<file path="config.mk">
export PLATFORM = sky130hd
export DESIGN_NAME = ipm_ctrl
export DESIGN_NICKNAME = d
export VERILOG_FILES = /design/src/design/ipm_pkg.sv /design/src/design/ipm_sync.sv /design/src/design/ipm_ctrl.sv
export SDC_FILE = /design/constraint.sdc
export NUM_CORES = 1
export LEC_CHECK = 0
export BUFFER_PORTS_ARGS = -buffer_cell sky130_fd_sc_hd__buf_4
export CAP_MARGIN = 30
export CORE_MARGIN = 3
export CORE_UTILIZATION = 54
export CTS_BUF_LIST = sky130_fd_sc_hd__clkbuf_4 sky130_fd_sc_hd__clkbuf_8
export CTS_CLUSTER_DIAMETER = 60
export DETAILED_ROUTE_END_ITERATION = 16
export PLACE_DENSITY = 0.87
export SLEW_MARGIN = 20
export SYNTH_ARGS = -nofsm -noshare
export SYNTH_HDL_FRONTEND = slang
export SYNTH_SLANG_ARGS = --single-unit
</file>
<file path="constraint.sdc">
create_clock -name clk -period 3.2 [get_ports clk]
set_clock_uncertainty 0.1 [all_clocks]
set_input_delay 0.16 -clock clk [delete_from_list [all_inputs] [get_ports clk]]
set_output_delay 0.16 -clock clk [all_outputs]
set_load 0.01 [all_outputs]
</file>
<file path="src/design/ipm_pkg.sv">
// Functional notes
// (RULE_01) After reset input A drives channel 2 and input B channel 3.
// (RULE_02) Software can reprogram either input's channel map to any channel set.
// (RULE_03) Each channel request is its output bit ORed with every mapped input.
// (RULE_04) Input pin levels are readable in the input level monitor register.
// (RULE_05) The input level monitor keeps working while in fallback mode.
// (RULE_06) Sleep pin low with any input high enters fallback with default channels.
// (RULE_07) Sleep pin low with both inputs low enters sleep mode.
// (RULE_08) Controller holds each new sleep pin level for the transition time.
// (RULE_09) Sleep pin low holds all software registers at their defaults.
// (RULE_10) Sleep pin low with inputs low disables both undervoltage detectors.
// (RULE_11) Sleep pin and inputs low refuse serial access; serial output floats.
// (RULE_12) Both supplies low block power stages, serial access, and clear registers.
// (RULE_13) Logic supply undervoltage blocks serial access and clears registers.
// (RULE_14) Power supply undervoltage turns all channels off until it recovers.
// (RULE_15) Below operating level, lit channels stay on; new turn-ons are refused.
// (RULE_16) A turn-on request outside active mode wakes to active or fallback.
// (RULE_17) Input and sleep pins pass a two-stage synchroniser before use.
package ipm_pkg;

   // ----------------------------------------------------------------------
   // Register map
   // ----------------------------------------------------------------------
   localparam int          ADDR_W        = 8;
   localparam logic [7:0]  ADDR_OUT      = 8'h00;
   localparam logic [7:0]  ADDR_MAP_A    = 8'h04;
   localparam logic [7:0]  ADDR_MAP_B    = 8'h08;
   localparam logic [7:0]  ADDR_MONITOR  = 8'h0C;
   localparam logic [7:0]  ADDR_STATUS   = 8'h10;

   // ----------------------------------------------------------------------
   // Field positions and defaults
   // ----------------------------------------------------------------------
   localparam int          NUM_CH        = 8;
   localparam int          DEF_CH_A      = 2;
   localparam int          DEF_CH_B      = 3;
   localparam int          MON_A_BIT     = 0;
   localparam int          MON_B_BIT     = 1;
   localparam int          STAT_MODE_LSB = 0;
   localparam int          STAT_VS_UV    = 4;
   localparam int          STAT_VS_LOW   = 5;
   localparam int          STAT_VDD_UV   = 6;
   localparam int          STAT_UV_DET   = 7;
   localparam int          SYNC_STAGES   = 2;

   typedef enum logic [3:0] {
      IPM_SLEEP  = 4'h1,
      IPM_IDLE   = 4'h2,
      IPM_ACTIVE = 4'h4,
      IPM_LIMP   = 4'h8
   } ipm_mode_t;

endpackage

</file>
<file path="src/design/ipm_sync.sv">
`timescale 1ns/1ps
module ipm_sync #(
   parameter int WIDTH = 3
) (
   input  wire logic             clk,    // System clock.
   input  wire logic             sys_rst, // Synchronous reset, active high.
   input  wire logic [WIDTH-1:0] d,      // Asynchronous levels.
   output logic      [WIDTH-1:0] q       // Synchronised levels.
);

   // ----------------------------------------------------------------------
   // Two-stage synchroniser; the first stage feeds only the second.
   // ----------------------------------------------------------------------
   logic [WIDTH-1:0] meta_q;

   always_ff @(posedge clk) begin
      if (sys_rst) begin
         meta_q <= '0;
         q      <= '0;
      end else begin
         meta_q <= d;
         q      <= meta_q;
      end
   end

endmodule

</file>
<file path="src/design/ipm_ctrl.sv">
`timescale 1ns/1ps
module ipm_ctrl #(
   parameter int NUM_CH = ipm_pkg::NUM_CH
) (
   input  wire logic              clk,            // System clock, 50 MHz.
   input  wire logic              sys_rst,        // Synchronous reset, active high.
   input  wire logic [7:0]        paddr,          // APB address.
   input  wire logic              psel,           // APB select.
   input  wire logic              penable,        // APB enable.
   input  wire logic              pwrite,         // APB direction, high for write.
   input  wire logic [31:0]       pwdata,         // APB write data.
   output logic      [31:0]       prdata,         // APB read data.
   output logic                   pready,         // APB ready.
   output logic                   pslverr,        // APB error.
   input  wire logic              direct_input_a, // Direct input pin A.
   input  wire logic              direct_input_b, // Direct input pin B.
   input  wire logic              sleep_ctrl_pin, // Sleep control pin, low to sleep.
   input  wire logic              vs_below_uv,    // Power supply under its UV level.
   input  wire logic              vs_below_op,    // Power supply under its operating level.
   input  wire logic              vdd_below_uv,   // Logic supply under its UV level.
   input  wire logic              select_low_pin, // Serial chip select, active low.
   output logic      [NUM_CH-1:0] channel_drive,  // Power stage drive per channel.
   output logic                   serial_out_oe_n, // Serial output enable, low drives.
   output logic                   uv_detect_en,   // Undervoltage detectors enabled.
   output logic      [3:0]        mode_state      // Current one-hot operating mode.
);

   localparam logic [NUM_CH-1:0] MAP_A_DEF = NUM_CH'(1) << ipm_pkg::DEF_CH_A;
   localparam logic [NUM_CH-1:0] MAP_B_DEF = NUM_CH'(1) << ipm_pkg::DEF_CH_B;

   // ----------------------------------------------------------------------
   // Pin synchronisation
   // ----------------------------------------------------------------------
   logic [2:0] pins_s;
   wire        in_a_s  = pins_s[0];
   wire        in_b_s  = pins_s[1];
   wire        sleep_s = pins_s[2];

   ipm_sync #(.WIDTH(3)) u_sync ( // RULE_17
      .clk     (clk),
      .sys_rst (sys_rst),
      .d       ({sleep_ctrl_pin, direct_input_b, direct_input_a}),
      .q       (pins_s)
   );

   // ----------------------------------------------------------------------
   // Supply and access conditions
   // ----------------------------------------------------------------------
   // Detectors are off in deep sleep, so their flags are ignored there.
   wire any_in     = in_a_s | in_b_s;
   wire deep_sleep = ~sleep_s & ~any_in;
   wire uv_det_w   = ~deep_sleep;                         // RULE_10
   wire vs_uv_eff  = vs_below_uv & uv_det_w;
   wire vs_low_eff = vs_below_op & uv_det_w;
   wire vdd_uv_eff = vdd_below_uv & uv_det_w;
   wire ser_block  = deep_sleep | vdd_uv_eff;             // RULE_11 RULE_12 RULE_13
   wire reg_clear  = ~sleep_s | vdd_uv_eff;               // RULE_09 RULE_12 RULE_13

   // ----------------------------------------------------------------------
   // APB slave, no wait states: setup cycle loads the answer
   // ----------------------------------------------------------------------
   logic [NUM_CH-1:0] out_q, map_a_q, map_b_q;
   logic [NUM_CH-1:0] drive_q, drive_d;
   ipm_pkg::ipm_mode_t mode_q, mode_d;
   logic [31:0]       prdata_q;
   logic              pready_q, pslverr_q, oe_n_q, uv_det_q;

   wire setup    = psel & ~penable;
   wire hit_out  = paddr == ipm_pkg::ADDR_OUT;
   wire hit_mapa = paddr == ipm_pkg::ADDR_MAP_A;
   wire hit_mapb = paddr == ipm_pkg::ADDR_MAP_B;
   wire hit_mon  = paddr == ipm_pkg::ADDR_MONITOR;
   wire hit_stat = paddr == ipm_pkg::ADDR_STATUS;
   wire mapped   = hit_out | hit_mapa | hit_mapb | hit_mon | hit_stat;
   wire wr_ok    = psel & penable & pready_q & pwrite & ~ser_block & ~pslverr_q;
   wire bad_req  = ~mapped | ser_block | (pwrite & (hit_mon | hit_stat));

   wire [31:0] mon_word  = 32'(  {in_b_s, in_a_s}); // RULE_04 RULE_05
   wire [31:0] stat_word = 32'({uv_det_w, vdd_uv_eff, vs_low_eff, vs_uv_eff, mode_q});
   wire [31:0] rd_mux    = ser_block ? 32'h0000_0000 :
                           hit_out   ? 32'(out_q)   :
                           hit_mapa  ? 32'(map_a_q) :
                           hit_mapb  ? 32'(map_b_q) :
                           hit_mon   ? mon_word     :
                           hit_stat  ? stat_word    : 32'h0000_0000;

   always_ff @(posedge clk) begin
      if (sys_rst) begin
         pready_q  <= 1'b0;
         pslverr_q <= 1'b0;
         prdata_q  <= 32'h0000_0000;
      end else begin
         pready_q  <= setup;
         pslverr_q <= setup & bad_req;
         prdata_q  <= (setup & ~pwrite) ? rd_mux : 32'h0000_0000;
      end
   end

   // ----------------------------------------------------------------------
   // Software registers
   // ----------------------------------------------------------------------
   always_ff @(posedge clk) begin
      if (sys_rst || reg_clear) begin                     // RULE_09
         out_q   <= '0;
         map_a_q <= MAP_A_DEF;                            // RULE_01
         map_b_q <= MAP_B_DEF;
      end else if (wr_ok) begin                           // RULE_02
         if (hit_out)  out_q   <= pwdata[NUM_CH-1:0];
         if (hit_mapa) map_a_q <= pwdata[NUM_CH-1:0];
         if (hit_mapb) map_b_q <= pwdata[NUM_CH-1:0];
      end
   end

   // ----------------------------------------------------------------------
   // Channel request and drive
   // ----------------------------------------------------------------------
   logic [NUM_CH-1:0] req;

   for (genvar i = 0; i < NUM_CH; i++) begin : g_ch
      // In fallback the registers are held at default, so only default maps apply.
      assign req[i] = (mode_q == ipm_pkg::IPM_LIMP) ?
                      ((in_a_s & MAP_A_DEF[i]) | (in_b_s & MAP_B_DEF[i])) :   // RULE_06
                      (out_q[i] | (in_a_s & map_a_q[i]) | (in_b_s & map_b_q[i])); // RULE_03
      // Between the two power supply thresholds a lit channel may stay lit only.
      assign drive_d[i] = req[i] & ~vs_uv_eff & (drive_q[i] | ~vs_low_eff) & // RULE_14 RULE_15
                          ((mode_q == ipm_pkg::IPM_ACTIVE) | (mode_q == ipm_pkg::IPM_LIMP));
   end

   // ----------------------------------------------------------------------
   // Operating mode
   // ----------------------------------------------------------------------
   always_comb begin
      case (mode_q)
         ipm_pkg::IPM_SLEEP,
         ipm_pkg::IPM_IDLE,
         ipm_pkg::IPM_ACTIVE,
         ipm_pkg::IPM_LIMP: begin
            if (!sleep_s) begin
               mode_d = any_in ? ipm_pkg::IPM_LIMP : ipm_pkg::IPM_SLEEP; // RULE_06 RULE_07
            end else if (|req || mode_q == ipm_pkg::IPM_ACTIVE && |out_q) begin
               mode_d = ipm_pkg::IPM_ACTIVE;                             // RULE_16
            end else begin
               mode_d = ipm_pkg::IPM_IDLE;
            end
         end
         default: mode_d = ipm_pkg::IPM_SLEEP;
      endcase
   end

   always_ff @(posedge clk) begin
      if (sys_rst) begin
         mode_q   <= ipm_pkg::IPM_SLEEP;
         drive_q  <= '0;
         oe_n_q   <= 1'b1;
         uv_det_q <= 1'b0;
      end else begin
         mode_q   <= mode_d;
         drive_q  <= drive_d;
         oe_n_q   <= ser_block | select_low_pin;          // RULE_11
         uv_det_q <= uv_det_w;                            // RULE_10
      end
   end

   assign prdata          = prdata_q;
   assign pready          = pready_q;
   assign pslverr         = pslverr_q;
   assign channel_drive   = drive_q;
   assign serial_out_oe_n = oe_n_q;
   assign uv_detect_en    = uv_det_q;
   assign mode_state      = mode_q;
endmodule

</file>
# After elaboration in Yosys (flattened, before gate mapping)
# Cells that the tools add are included.
# Widths: inputs -> output; s select.
# word_totals
register_bits	78
input_bits	52
output_inout_bits	48
wordCells	151
# classes
n_eq_ne	8
muxes	16
bitwise_logic	101
n_reduce_logical	13
# op_table
operator	count
$and 1x1->1	53
$mux 8	5
$or 1x1->1	36
$eq 8x4->1 const B	2
$reduce_or 8->1	2
$not 1->1	12
$eq 8x3->1 const B	1
$eq 8x5->1 const B	1
$logic_not 8->1	1
$mux 1	8
$mux 4	2
$reduce_or 7->1	1
$reduce_and 2->1	3
$eq 4x1->1 const B	1
$eq 4x2->1 const B	1
$eq 4x3->1 const B	1
$eq 4x4->1 const B	1
$reduce_or 4->1	1
$mux 3	1
$reduce_or 3->1	1
$logic_or 1x1->1	2
$reduce_or 2->1	1
$logic_and 1x1->1	1

# Logic depth before layout (Yosys ltp)
# depth
ltp_word	10
ltp_mapped	6
mapped_depth_nobuf	4

# By module
# A second synthesis with hierarchy kept.
# unflattened
cells_unflattened	289
hier_area_um2	2532.4
# modules_own_cells
module	n_inst	cells_per_inst	area_each_um2	seq_area_each_um2
ipm_ctrl	1	277	2374.8	960.9
ipm_sync	1	12	157.7	120.1

# Worst setup path before layout
# Ideal clock, no wire load.
# synth_path
kind	input to register
startpoint	input paddr[1]
endpoint	register prdata_q[7] (netlist: prdata[7])
setup_time_ns	0.123
t_arrival_ns	1.457
required_ns	2.977
path_slack_ns	1.520
path_stages	5
path_buffers	1
path_cell_list	or4_4 or4b_1 buf_2 nor2_1 a211oi_1
# synth_between
elab_chain_len	6
# synth_lines
element	line	source
start: declaration	ipm_ctrl.sv:7	input wire logic [7:0] paddr,
$eq 8x5->1	ipm_ctrl.sv:73	wire hit_stat = paddr == ipm_pkg::ADDR_STATUS;
$mux 8	ipm_ctrl.sv:85	hit_stat ? stat_word : 32'h0000_0000;
$mux 8	ipm_ctrl.sv:84	hit_mon ? mon_word :
$mux 8	ipm_ctrl.sv:83	hit_mapb ? 32'(map_b_q) :
$mux 8	ipm_ctrl.sv:82	hit_mapa ? 32'(map_a_q) :
$mux 8 *	ipm_ctrl.sv:81	hit_out ? 32'(out_q) :
end signal: assignment	ipm_ctrl.sv:95	prdata_q <= (setup & ~pwrite) ? rd_mux : 32'h0000_0000;
end: declaration	ipm_ctrl.sv:65	logic [31:0] prdata_q;
# Every way passes the cells marked *; elsewhere a longest branch is shown, timed or not.
# A chain may end at the register's enable or synchronous reset.

# Worst setup path in the final report
# layout_path
startpoint	register u_sync.q[1]
endpoint	register map_a_q[2]
# layout_between
elab_chain_len	10
# layout_lines
element	line	source
start: declaration	ipm_sync.sv:8	output logic [WIDTH-1:0] q
start signal: assignment	ipm_sync.sv:22	q <= meta_q;
$or 1x1->1 *	ipm_ctrl.sv:50	wire any_in = in_a_s | in_b_s;
$not 1->1 *	ipm_ctrl.sv:51	wire deep_sleep = ~sleep_s & ~any_in;
$and 1x1->1 *	ipm_ctrl.sv:51	
$not 1->1	ipm_ctrl.sv:52	wire uv_det_w = ~deep_sleep;
$and 1x1->1	ipm_ctrl.sv:55	wire vdd_uv_eff = vdd_below_uv & uv_det_w;
$or 1x1->1	ipm_ctrl.sv:56	wire ser_block = deep_sleep | vdd_uv_eff;
$not 1->1	ipm_ctrl.sv:75	wire wr_ok = psel & penable & pready_q & pwrite & ~ser_block & ~pslverr_q;
$and 1x1->1 (2 in a row)	ipm_ctrl.sv:75	
$reduce_and 2->1 (no line)	-	
end signal: assignment	ipm_ctrl.sv:109	if (hit_mapa) map_a_q <= pwdata[NUM_CH-1:0];
end: declaration	ipm_ctrl.sv:62	logic [NUM_CH-1:0] out_q, map_a_q, map_b_q;
# Marked as above.

==> impl_metrics.env <==
export IMPL_status="finished, violations left"
export IMPL_violations="hold timing"
export IMPL_syn_area_per_cell_sq_um=8.88
export IMPL_path_max_fanout=13
export IMPL_portBuffers=51
export IMPL_rrSetupSlack_ns=1.11
export IMPL_num_rows=24
export IMPL_via_per_inst=5.54
export IMPL_worstSetupEndpointType="flop"
export IMPL_die_x_um=75.3
export IMPL_p_sw_share_pct=23.0
export IMPL_hold_viol=1
export IMPL_hpwl_mm=4.59
export IMPL_die_h_um=75.3
export IMPL_worstMarginPinSlew_ns=0.854
export IMPL_p_leak_nw=1.41
export IMPL_clock_sinks=54
export IMPL_drc=0
export IMPL_drv_cap=0
export IMPL_cts_buffers=5
export IMPL_core_sq_um=4500
export IMPL_synthFlopType="dfxtp_1"
export IMPL_hold_start="sleep_ctrl_pin"
export IMPL_power_density_nw_per_um2=390
export IMPL_power_mw=1.16
export IMPL_ir_drop_mv=0.275
export IMPL_io_pins=100
export IMPL_critPathKind="reg -> reg"
export IMPL_p_comb_share_pct=9.7
export IMPL_seq_area_frac_synth_pct=41.7
export IMPL_synth_ff_latch_count=54
export IMPL_final_cells=394
export IMPL_track_usage_pct=21.5
export IMPL_syn_area_sq_um=2590
export IMPL_grt_overflow=0
export IMPL_wl_mm=5.98
export IMPL_syn_inst=292
export IMPL_syn_to_final_growth_pct=15.2
export IMPL_htreeDepth=2
export IMPL_drtPass1Iterations=4
export IMPL_wire_per_inst_um=15.2
export IMPL_p_int_mw=0.896
export IMPL_hold_ws_ns=-0.00388
export IMPL_drive_above_1_share_pct=20.2
export IMPL_ant_nets=0
export IMPL_path_clk_slew_ns=0.08
export IMPL_fmax_ghz=0.478
export IMPL_yosysUniqueCellTypes=47
export IMPL_drt_iter0_markers=195
export IMPL_finalSetupViolations=0
export IMPL_clk_latency_ns=0.29
export IMPL_grt_max_degree=31
export IMPL_tns_ns=0
export IMPL_slew_headroom_pct=42.3
export IMPL_dp_cells=384
export IMPL_finalMaxSlewViolations=0
export IMPL_p_switching_mw=0.267
export IMPL_min_path_type="in -> reg"
export IMPL_via_count=2181
export IMPL_nets=394
export IMPL_grt_pass1_wl_mm=9.42
export IMPL_grt_pass1_vias=2003
export IMPL_final_period_utilization_pct=65.4
export IMPL_root_buffer="clkbuf_8"
export IMPL_critPathLaunchType="flop"
export IMPL_ys_async_sr_fraction_pct=0
export IMPL_clk_path_buf_depth=2
export IMPL_r2r_start="u_sync.q[1]"
export IMPL_min_period_ns=2.09
export IMPL_initial_core_util_pct=57.6
export IMPL_worstPathRequired_ns=3.32
export IMPL_holdPathStages=2
export IMPL_post_cts_resize_count=0
export IMPL_cts_tree="done"
export IMPL_antenna_cells=0
export IMPL_reg2reg_to="map_a_q[2]"
export IMPL_cp_arrival_ns=2.21
export IMPL_rr_worst_depth=4
export IMPL_rsz0062_at_grt="no"
export IMPL_antenna_found_initial=0
export IMPL_synth_edf_count=0
export IMPL_seqPwrFrac_pct=59.1
export IMPL_ys_warn_count=0
export IMPL_globalplace_congestion=0.903
export IMPL_pwr_share_clk_pct=31.2
export IMPL_min_to="u_sync.meta_q[2]"
export IMPL_die_area_sq_um=5670
-- worst max path at each step --
stage           startpoint         end  slack, ns  cells past startpoint
2_1_floorplan     paddr[1]   prdata[7]       1.52                      5
3_3_place_gp   u_sync.q[1]  map_b_q[1]       1.22                      4
3_5_place_dp   u_sync.q[1]  map_a_q[2]       1.16                      4
4_1_cts        u_sync.q[1]  map_a_q[2]       1.14                      4
5_1_grt        u_sync.q[1]  map_a_q[4]       0.94                      4
6_report       u_sync.q[1]  map_a_q[2]       1.11                      4
-- worst max-delay path, stage by stage (launching register included) --
cell	delay [ns]
dfxtp_1	0.63
nor3_1	0.22
nor2_1	0.36
nand4_2	0.42
mux2i_1	0.28
-- stage by stage --
step                utilization, %  cell area, sq um  worst slack [ns]
floorplan                        -              2680              1.52
global placement              63.7              2870              1.22
detailed placement            63.7              2870              1.16
CTS                           66.3              2990              1.14
global route                  66.3              2990             0.940
finish                        66.3              2990              1.11
-- state kept, by name (all words and copies together), names as in the netlist --
name / cells
serial_out_oe_n: 1
channel_drive: 8
pslverr: 1
mode_state: 4
u_sync.q: 3
map_b_q: 8
prdata: 8
u_sync.meta_q: 3
out_q: 8
uv_detect_en: 1
map_a_q: 8
pready: 1
-- kinds of logic after synthesis --
family,synth area share (%)
xor+xnor,0.338
buf+inv,11.5
mux,10.0
other cells,0.145
simple gates,23.8
compound gates,12.5
flops,41.7
-- per-layer routing --
layer,global-route usage [%],routed length [um],vias up
met4,7.38,117,0
met1,28.7,2620,997
met3,4.35,402,12
met2,34.9,2840,98
met5,0,0,-
li1,-,-,1074
-- Yosys cell counts (3+ instances only) --
master	number	share of area, %
nor3_1	15	2.9
nand2_1	37	5.4
or4_1	3	0.87
a221oi_1	4	1.4
a211oi_1	3	0.87
inv_1	8	1.2
buf_4	24	6.9
clkbuf_8	4	2.1
nor2b_1	11	2.7
o21ai_0	11	2.1
a22oi_1	4	1.2
nand2b_1	3	0.72
a21oi_1	8	1.5
dfxtp_1	54	42
nand4_2	3	1.4
mux2i_1	26	10
or3_1	3	0.72
nor2_1	31	4.5
clkbuf_1	5	0.72
-- cell type report --
cell class / instances / area, sq um
multi-input combinational: 218 / 1310
clock buffer: 7 / 83.8
tap: 52 / 65.1
timing repair buffer: 55 / 420
fill: 398 / 1520
inverter: 8 / 30.0
sequential: 54 / 1080
-- power by group through the flow --
stage,sequential (mW),clock [mW],combinational [mW]
final,0.688,0.363,0.112
after global routing,0.689,0.395,0.125
after CTS,0.688,0.374,0.111
after detailed placement,0.704,0,0.108
after global placement,0.703,0,0.106
after floorplan,0.701,0,0.0865
-- placed cells by master (no fill, tap or decap), types with 5 or more instances in the layout --
master / n
nor2_1: 31
o21ai_0: 11
mux2i_1: 26
nand2_1: 37
inv_1: 8
buf_4: 52
a21oi_1: 8
nor2b_1: 11
dfxtp_1: 54
clkbuf_8: 5
nor3_1: 14
conb_1: 24
-- timing repair --
action                                  CTS  global route
endpoints found under the hold margin     3             0
hold buffers                              3             0
buffers inserted                          0             0
endpoints found under the setup margin    0             0
Note: power is estimated with default switching activity, not from simulation.
